### src/shared/sw_reset_pkg.sv
package sw_reset_pkg;
    // port and lane counts
    localparam int NUM_DOWN_PORTS   = 5;
    localparam int NUM_REFCLK_OUTS  = 7;
    localparam int NUM_LANES        = 12;
    localparam int NUM_PORTS        = 6;
    // lane grouping for the two wide ports and the single-lane ports
    localparam int PORT0_LANE_LO    = 0;
    localparam int PORT1_LANE_LO    = 4;
    localparam int WIDE_PORT_LANES  = 4;
    localparam int SINGLE_LANE_BASE = 8;
    // reference clock rate and swing levels (mV)
    localparam int REFCLK_MHZ       = 100;
    localparam int SWING_HIGH_MV    = 700;
    localparam int SWING_LOW_MV     = 400;
    // reset values
    localparam logic [4:0] DOWN_RST_RESET = 5'h00;
    localparam logic [6:0] REFCLK_OFF     = 7'h00;
    // release delay after system reset deasserts, in cycles
    localparam logic [2:0] RELEASE_CYCLES = 3'h4;

    typedef enum logic [1:0] {
        ST_HOLD    = 2'b00,
        ST_SETTLE  = 2'b01,
        ST_RUN     = 2'b11
    } seq_state_t;
endpackage

### src/rtl/sw_sync2.sv
`timescale 1ns/10ps
module sw_sync2 #(
    parameter int WIDTH = 1
) (
    // clock and reset
    input  wire logic             i_sys_clk,
    input  wire logic             i_arst_n,
    // data
    input  wire logic [WIDTH-1:0] i_async,
    output logic      [WIDTH-1:0] o_sync
);
    logic [WIDTH-1:0] meta_reg;

    always_ff @(posedge i_sys_clk or negedge i_arst_n) begin
        if (!i_arst_n) begin
            meta_reg <= '0;
            o_sync   <= '0;
        end else begin
            meta_reg <= i_async;
            o_sync   <= meta_reg;
        end
    end
endmodule

### src/rtl/switch_reset_refclk_strap_ctrl.sv
`timescale 1ns/10ps
module switch_reset_refclk_strap_ctrl (
    // clock and reset
    input  wire logic         i_sys_clk,
    input  wire logic         i_arst_n,
    // system reset pin (asynchronous, active low)
    input  wire logic         i_system_reset_n,
    // software l2/l3 recovery reset request per downstream port
    input  wire logic [5:1]   i_sw_port_reset,
    // software refclk disable per output
    input  wire logic [7:1]   i_sw_refclk_disable,
    // straps and clock requests
    input  wire logic         i_refclk_buffer_powerdown_strap,
    input  wire logic         i_output_swing_select_strap,
    input  wire logic [7:1]   i_port_clock_request_n,
    // lane groups, receive side
    input  wire logic [11:0]  i_lane_rx_pos,
    input  wire logic [11:0]  i_lane_rx_neg,
    // lane groups, transmit side from ports
    input  wire logic [3:0]   i_port0_tx_pos,
    input  wire logic [3:0]   i_port0_tx_neg,
    input  wire logic [3:0]   i_port1_tx_pos,
    input  wire logic [3:0]   i_port1_tx_neg,
    input  wire logic [5:2]   i_single_tx_pos,
    input  wire logic [5:2]   i_single_tx_neg,
    // downstream resets
    output logic [5:1]        o_downstream_port_reset_n,
    // buffered reference clock and internal reset
    output logic [7:1]        o_refclk_out_enable,
    output logic              o_swing_700mv,
    output logic              o_refclk_buffer_enable,
    output logic              o_internal_reset_n,
    // lanes, port side
    output logic [3:0]        o_port0_rx_pos,
    output logic [3:0]        o_port0_rx_neg,
    output logic [3:0]        o_port1_rx_pos,
    output logic [3:0]        o_port1_rx_neg,
    output logic [5:2]        o_single_rx_pos,
    output logic [5:2]        o_single_rx_neg,
    // lanes, pin side
    output logic [11:0]       o_lane_tx_pos,
    output logic [11:0]       o_lane_tx_neg
);

    ////////////////////////////////////////////////////////////////////////
    // synchronisers
    logic        sysrst_sync;
    logic        pd_sync;
    logic        swing_sync;
    logic [7:1]  creq_n_sync;

    sw_sync2 #(.WIDTH(10)) u_sync (
        .i_sys_clk (i_sys_clk),
        .i_arst_n  (i_arst_n),
        .i_async   ({i_system_reset_n, i_refclk_buffer_powerdown_strap,
                     i_output_swing_select_strap, i_port_clock_request_n}),
        .o_sync    ({sysrst_sync, pd_sync, swing_sync, creq_n_sync})
    );

    // sync pipeline filled: strap and request levels trusted after two edges
    logic [1:0] sync_fill_reg;
    logic       straps_valid;

    always_ff @(posedge i_sys_clk or negedge i_arst_n) begin
        if (!i_arst_n) begin
            sync_fill_reg <= 2'h0;
        end else begin
            sync_fill_reg <= {sync_fill_reg[0], 1'b1};
        end
    end

    assign straps_valid = sync_fill_reg[1];

    ////////////////////////////////////////////////////////////////////////
    // reset sequencer
    sw_reset_pkg::seq_state_t state_reg;
    logic [2:0]               cnt_reg;

    always_ff @(posedge i_sys_clk or negedge i_arst_n) begin
        if (!i_arst_n) begin
            state_reg <= sw_reset_pkg::ST_HOLD;
            cnt_reg   <= 3'h0;
        end else if (!sysrst_sync) begin
            state_reg <= sw_reset_pkg::ST_HOLD;
            cnt_reg   <= 3'h0;
        end else begin
            case (state_reg)
                sw_reset_pkg::ST_HOLD: begin
                    state_reg <= sw_reset_pkg::ST_SETTLE;
                    cnt_reg   <= 3'h0;
                end
                sw_reset_pkg::ST_SETTLE: begin
                    if (cnt_reg == sw_reset_pkg::RELEASE_CYCLES - 3'h1) begin
                        state_reg <= sw_reset_pkg::ST_RUN;
                    end
                    cnt_reg <= cnt_reg + 3'h1;
                end
                sw_reset_pkg::ST_RUN: begin
                    state_reg <= sw_reset_pkg::ST_RUN;
                end
                default: begin
                    state_reg <= sw_reset_pkg::ST_HOLD;
                end
            endcase
        end
    end

    wire running = (state_reg == sw_reset_pkg::ST_RUN);

    ////////////////////////////////////////////////////////////////////////
    // downstream resets and internal reset
    always_ff @(posedge i_sys_clk or negedge i_arst_n) begin
        if (!i_arst_n) begin
            o_downstream_port_reset_n <= sw_reset_pkg::DOWN_RST_RESET;
            o_internal_reset_n        <= 1'b0;
        end else begin
            o_downstream_port_reset_n <= running ? ~i_sw_port_reset : sw_reset_pkg::DOWN_RST_RESET;
            o_internal_reset_n        <= running;
        end
    end

    ////////////////////////////////////////////////////////////////////////
    // strap sampling and refclk gating
    always_ff @(posedge i_sys_clk or negedge i_arst_n) begin
        if (!i_arst_n) begin
            o_refclk_buffer_enable <= 1'b0;
            o_swing_700mv          <= 1'b0;
            o_refclk_out_enable    <= sw_reset_pkg::REFCLK_OFF;
        end else begin
            // refclks stay off until the synchronisers hold real pin levels
            o_refclk_buffer_enable <= straps_valid & ~pd_sync;
            o_swing_700mv          <= swing_sync;
            if (pd_sync || !straps_valid) begin
                o_refclk_out_enable <= sw_reset_pkg::REFCLK_OFF;
            end else begin
                o_refclk_out_enable <= ~creq_n_sync & ~i_sw_refclk_disable;
            end
        end
    end

    ////////////////////////////////////////////////////////////////////////
    // lane grouping, registered
    always_ff @(posedge i_sys_clk or negedge i_arst_n) begin
        if (!i_arst_n) begin
            o_port0_rx_pos  <= 4'h0;
            o_port0_rx_neg  <= 4'h0;
            o_port1_rx_pos  <= 4'h0;
            o_port1_rx_neg  <= 4'h0;
            o_single_rx_pos <= 4'h0;
            o_single_rx_neg <= 4'h0;
            o_lane_tx_pos   <= 12'h000;
            o_lane_tx_neg   <= 12'h000;
        end else begin
            o_port0_rx_pos  <= i_lane_rx_pos[3:0];
            o_port0_rx_neg  <= i_lane_rx_neg[3:0];
            o_port1_rx_pos  <= i_lane_rx_pos[7:4];
            o_port1_rx_neg  <= i_lane_rx_neg[7:4];
            o_single_rx_pos <= i_lane_rx_pos[11:8];
            o_single_rx_neg <= i_lane_rx_neg[11:8];
            o_lane_tx_pos   <= {i_single_tx_pos, i_port1_tx_pos, i_port0_tx_pos};
            o_lane_tx_neg   <= {i_single_tx_neg, i_port1_tx_neg, i_port0_tx_neg};
        end
    end

    ////////////////////////////////////////////////////////////////////////
    // assertions
    a_rst_hold: assert property (@(posedge i_sys_clk) disable iff (!i_arst_n)
        !sysrst_sync |=> ##1 (o_downstream_port_reset_n == 5'h00))
        else $error("downstream reset not held during system reset");
    a_rst_release: assert property (@(posedge i_sys_clk) disable iff (!i_arst_n)
        $rose(sysrst_sync) |-> (o_downstream_port_reset_n == 5'h00) [*5])
        else $error("downstream reset released too early");
    a_rst_run: assert property (@(posedge i_sys_clk) disable iff (!i_arst_n)
        $rose(running) |=> o_downstream_port_reset_n == ~$past(i_sw_port_reset))
        else $error("downstream reset wrong after release");
    a_sw_reset: assert property (@(posedge i_sys_clk) disable iff (!i_arst_n)
        (running && i_sw_port_reset[3]) |=> !o_downstream_port_reset_n[3])
        else $error("software port reset not applied");
    a_int_reset: assert property (@(posedge i_sys_clk) disable iff (!i_arst_n)
        !sysrst_sync |=> ##1 !o_internal_reset_n)
        else $error("internal reset not asserted");
    a_pd_off: assert property (@(posedge i_sys_clk) disable iff (!i_arst_n)
        pd_sync |=> (o_refclk_out_enable == 7'h00) && !o_refclk_buffer_enable)
        else $error("refclk outputs on while powered down");
    a_creq_on: assert property (@(posedge i_sys_clk) disable iff (!i_arst_n)
        (straps_valid && !pd_sync && !creq_n_sync[1] && !i_sw_refclk_disable[1]) |=> o_refclk_out_enable[1])
        else $error("requested refclk output not enabled");
    a_swing_sel: assert property (@(posedge i_sys_clk) disable iff (!i_arst_n)
        ##1 o_swing_700mv == $past(swing_sync))
        else $error("swing level not following strap");
    a_lane_map: assert property (@(posedge i_sys_clk) disable iff (!i_arst_n)
        ##1 (o_port1_rx_pos == $past(i_lane_rx_pos[7:4])) && (o_single_rx_pos[2] == $past(i_lane_rx_pos[8])))
        else $error("lane grouping wrong");

    c_release:  cover property (@(posedge i_sys_clk) disable iff (!i_arst_n) $rose(running));
    c_sw_rst:   cover property (@(posedge i_sys_clk) disable iff (!i_arst_n) running && |i_sw_port_reset);
    c_pd:       cover property (@(posedge i_sys_clk) disable iff (!i_arst_n) pd_sync && running);
endmodule

### config.mk
export PLATFORM = sky130hd
export DESIGN_NAME = switch_reset_refclk_strap_ctrl
export DESIGN_NICKNAME = d
export VERILOG_FILES = /design/src/shared/sw_reset_pkg.sv /design/src/rtl/sw_sync2.sv /design/src/rtl/switch_reset_refclk_strap_ctrl.sv
export SDC_FILE = /design/constraint.sdc
export NUM_CORES = 1
export LEC_CHECK = 0
export ABC_AREA = 1
export BUFFER_PORTS_ARGS = -buffer_cell sky130_fd_sc_hd__buf_4
export CORE_ASPECT_RATIO = 0.6
export CORE_UTILIZATION = 39
export DETAILED_ROUTE_END_ITERATION = 8
export GPL_TIMING_DRIVEN = 1
export PLACE_DENSITY_LB_ADDON = 0.05
export SLEW_MARGIN = 20
export SYNTH_ARGS = -nofsm -noshare
export SYNTH_HDL_FRONTEND = slang
export SYNTH_SLANG_ARGS = --single-unit
### constraint.sdc
create_clock -name i_sys_clk -period 1.28 [get_ports i_sys_clk]
set_clock_uncertainty 0.15 [all_clocks]
set_input_delay 0.32 -clock i_sys_clk [delete_from_list [all_inputs] [get_ports i_sys_clk]]
set_output_delay 0.32 -clock i_sys_clk [all_outputs]
set_load 0.02 [all_outputs]
==> results.md <==
- Largest registers: o_lane_tx_neg (12), o_lane_tx_pos (12)
- Failing checks: setup timing
- Final Cycle Share: 104.9%
- Nets: 426
- I/O pins: 135
- # diodes: 0
- Critical-path cell with the highest stage delay: dfrtp_1
- Register area: 0.002252 mm^2
- PwrDens: 1208 mW/mm^2
- Final setup fails: 63
- Worst ir drop on vdd: 0.0009296 V
- Register bit total from synthesis: 90
- Cell taking the most area after synthesis: dfrtp_1
- Total CTS buffers: 9
- Synth cell count leaders: dfrtp_1, nor2_1, nand2_1
- GRT Residual Overflow: 0
- Total Negative Setup Slacks: -2.645 ns
- MaxCap Viol Count: 0
- Layout cells sized above 1: 44.82%
- FFs w/ async S/R, synth: 100.0%
- Vias in the first global route: 1976
- Antenna Nets Post-Route: 0
- Critical path's top delay family: flip-flops
- Design Power: 5.745 mW
- Clk slew on worst S/H paths: 0.09 ns
- CTS sink count: 90
- Vias: 1800
- Reg-to-reg slack, setup: 0.05 ns
- Yosys top cell area share: 90.41%
- Most numerous cell in the Yosys netlist: dfrtp_1
- Leakage: 2.348 nW
- Finished Layout Cells: 441
- Clock Path Buffers: 2
- Sequential fraction of the synthesis area: 90.41%
- CTS tree: built
- Setup ws final: -0.06226 ns
- Drt pass-1 iters: 5
- DP Area: 0.003635 mm^2
- GRT Util Overall: 19.38%
- Peak Freq: 745.0 MHz
- Data arrival time at the worst-slack endpoint: 0.87 ns
- Core area: 0.006138 mm^2
- Worst hold slack: 0.04262 ns
- Critical Path RT: 0.81 ns
- Antenna violations before repair: 0
- Setup crit start kind: register
- Area delta synth->final: 90.91%
- Critical path cell sequence: buf_6
- Avg Synthesized Cell Area: 17.79 um^2
- Post-Route WL: 5810 um
- Max incr delay on CP: 0.40 ns
- Largest cells by area after synthesis: dfrtp_1, nor2_1, or2_1
- Global placer's final weighted congestion: 0.7582
- Clk root buf: clkbuf_8
- Starting Density: 40.58%
- Die area: 0.006722 mm^2
- Hold Fails Final Rpt: 0
- Die Ht: 63.91 um
- Global-route wire length before repair: 9515 um
- Hold Crit Class: input port to register
- Syn nets: 214
- Core Rows: 22
- Vias per cell: 4.082
- Drt wl/cell: 13.17 um
- Placed insts: 359
- Clk_lat worst skew: 0.34 ns
- Fin crit period: 1.342 ns
- Final Instance Area: 0.004756 mm^2
- Setup Crit Path Kind: register to output port
- Post-detail-place hpwl: 3194 um
- Ys Warns: 0
- Area of the multi-input gates: 216.5 um^2
- Unrepaired setup endpoints after global routing: true
- Synth Flop Type: dfrtp_1
- Die Wd: 105.2 um
- Pin count of the biggest net entering global routing: 47
- Synthesized cell area: 0.002491 mm^2
- Fill count: 356
- Gate Count Post-Synth: 140
- WP buf/inv: 1
- Synth cell types: 13
- H-tree levels: 3
- # DRC: 0
- Critical Path End Type: output port
- Port Buffers: 134
- Post-synth EDFFs: 0
- Status: complete, but fails checks
- Crit-path max FO: 1
- Drt initial violations: 44
- Final max-slew violation count: 0
kinds of logic after synthesis:
group	Yosys count	synth area share (%)
buf+inv	9	1.507
other cells	1	0.1505
simple gates	37	6.730
flops	90	90.41
compound gates	1	0.2007
fa+ha+maj	2	1.004
metal layers:
layer / track usage, % / vias up / routed length, um
met1: 20.70 / 851 / 2167
li1: - / 845 / -
met4: 8.627 / 0 / 108
met3: 9.286 / 14 / 618
met2: 32.98 / 90 / 2916
met5: 0 / - / 0
power by group:
| group | leakage [nW] | total, mW | internal, mW | switching (mW) |
|---|---|---|---|---|
| Clock | 0.102 | 1.96 | 1.01 | 0.941 |
| Combinational | 1.16 | 0.760 | 0.461 | 0.299 |
| Sequential | 1.09 | 3.03 | 2.97 | 0.0584 |
| Total | 2.35 | 5.75 | 4.45 | 1.30 |
repair_timing:
action / 4_1_cts / 5_1_grt
pin swaps: 0 / 2
endpoints found under the setup margin: 64 / 64
resized for setup: 63 / 2
endpoints found under the hold margin: 153 / 0
setup buffers: 1 / 1
hold buffers: 64 / 0
area by class of cell:
type / count / area share [%]
sequential: 90 / 47.36
inverter: 8 / 0.6314
multi-input combinational: 41 / 4.551
tap: 84 / 2.210
clock buffer: 11 / 3.183
timing repair buffer: 202 / 40.75
clock inverter: 5 / 1.315
final timing paths:
path	from	end	cells after the start
hold reg to reg	u_sync.meta_reg[6]	u_sync.o_sync[6]	0
min in group asynchronous	i_arst_n	o_port1_rx_pos[3]	3
hold / removal	i_sw_refclk_disable[3]	o_refclk_out_enable[3]	3
max in group asynchronous	i_arst_n	o_lane_tx_pos[5]	3
setup reg to reg	cnt_reg[1]	cnt_reg[2]	5
setup / recovery	o_lane_tx_neg[11]	o_lane_tx_neg[11]	1
placed cells by master (no fill, tap or decap):
cell,count
conb_1,1
dfrtp_1,90
inv_1,7
dlygate4sd3_1,64
clkbuf_8,11
nand2_1,8
ha_4,1
ha_2,1
clkinvlp_4,2
bufinv_16,1
nand2_2,1
nand3_1,3
clkinv_4,2
nor2_2,2
buf_12,2
inv_2,1
buf_6,63
o21ai_0,1
nor2_1,16
buf_4,73
or2_1,7
through the flow:
step / setup slack (ns) / utilization [%]
2_1_floorplan: 0.05757 / -
3_3_place_gp: 0.02553 / 59.21
3_5_place_dp: 0.01332 / 59.21
4_1_cts: -0.08136 / 77.11
5_1_grt: -0.1068 / 77.48
6_report: -0.06226 / 77.48
No activity file was read; power rests on OpenSTA's default activity.
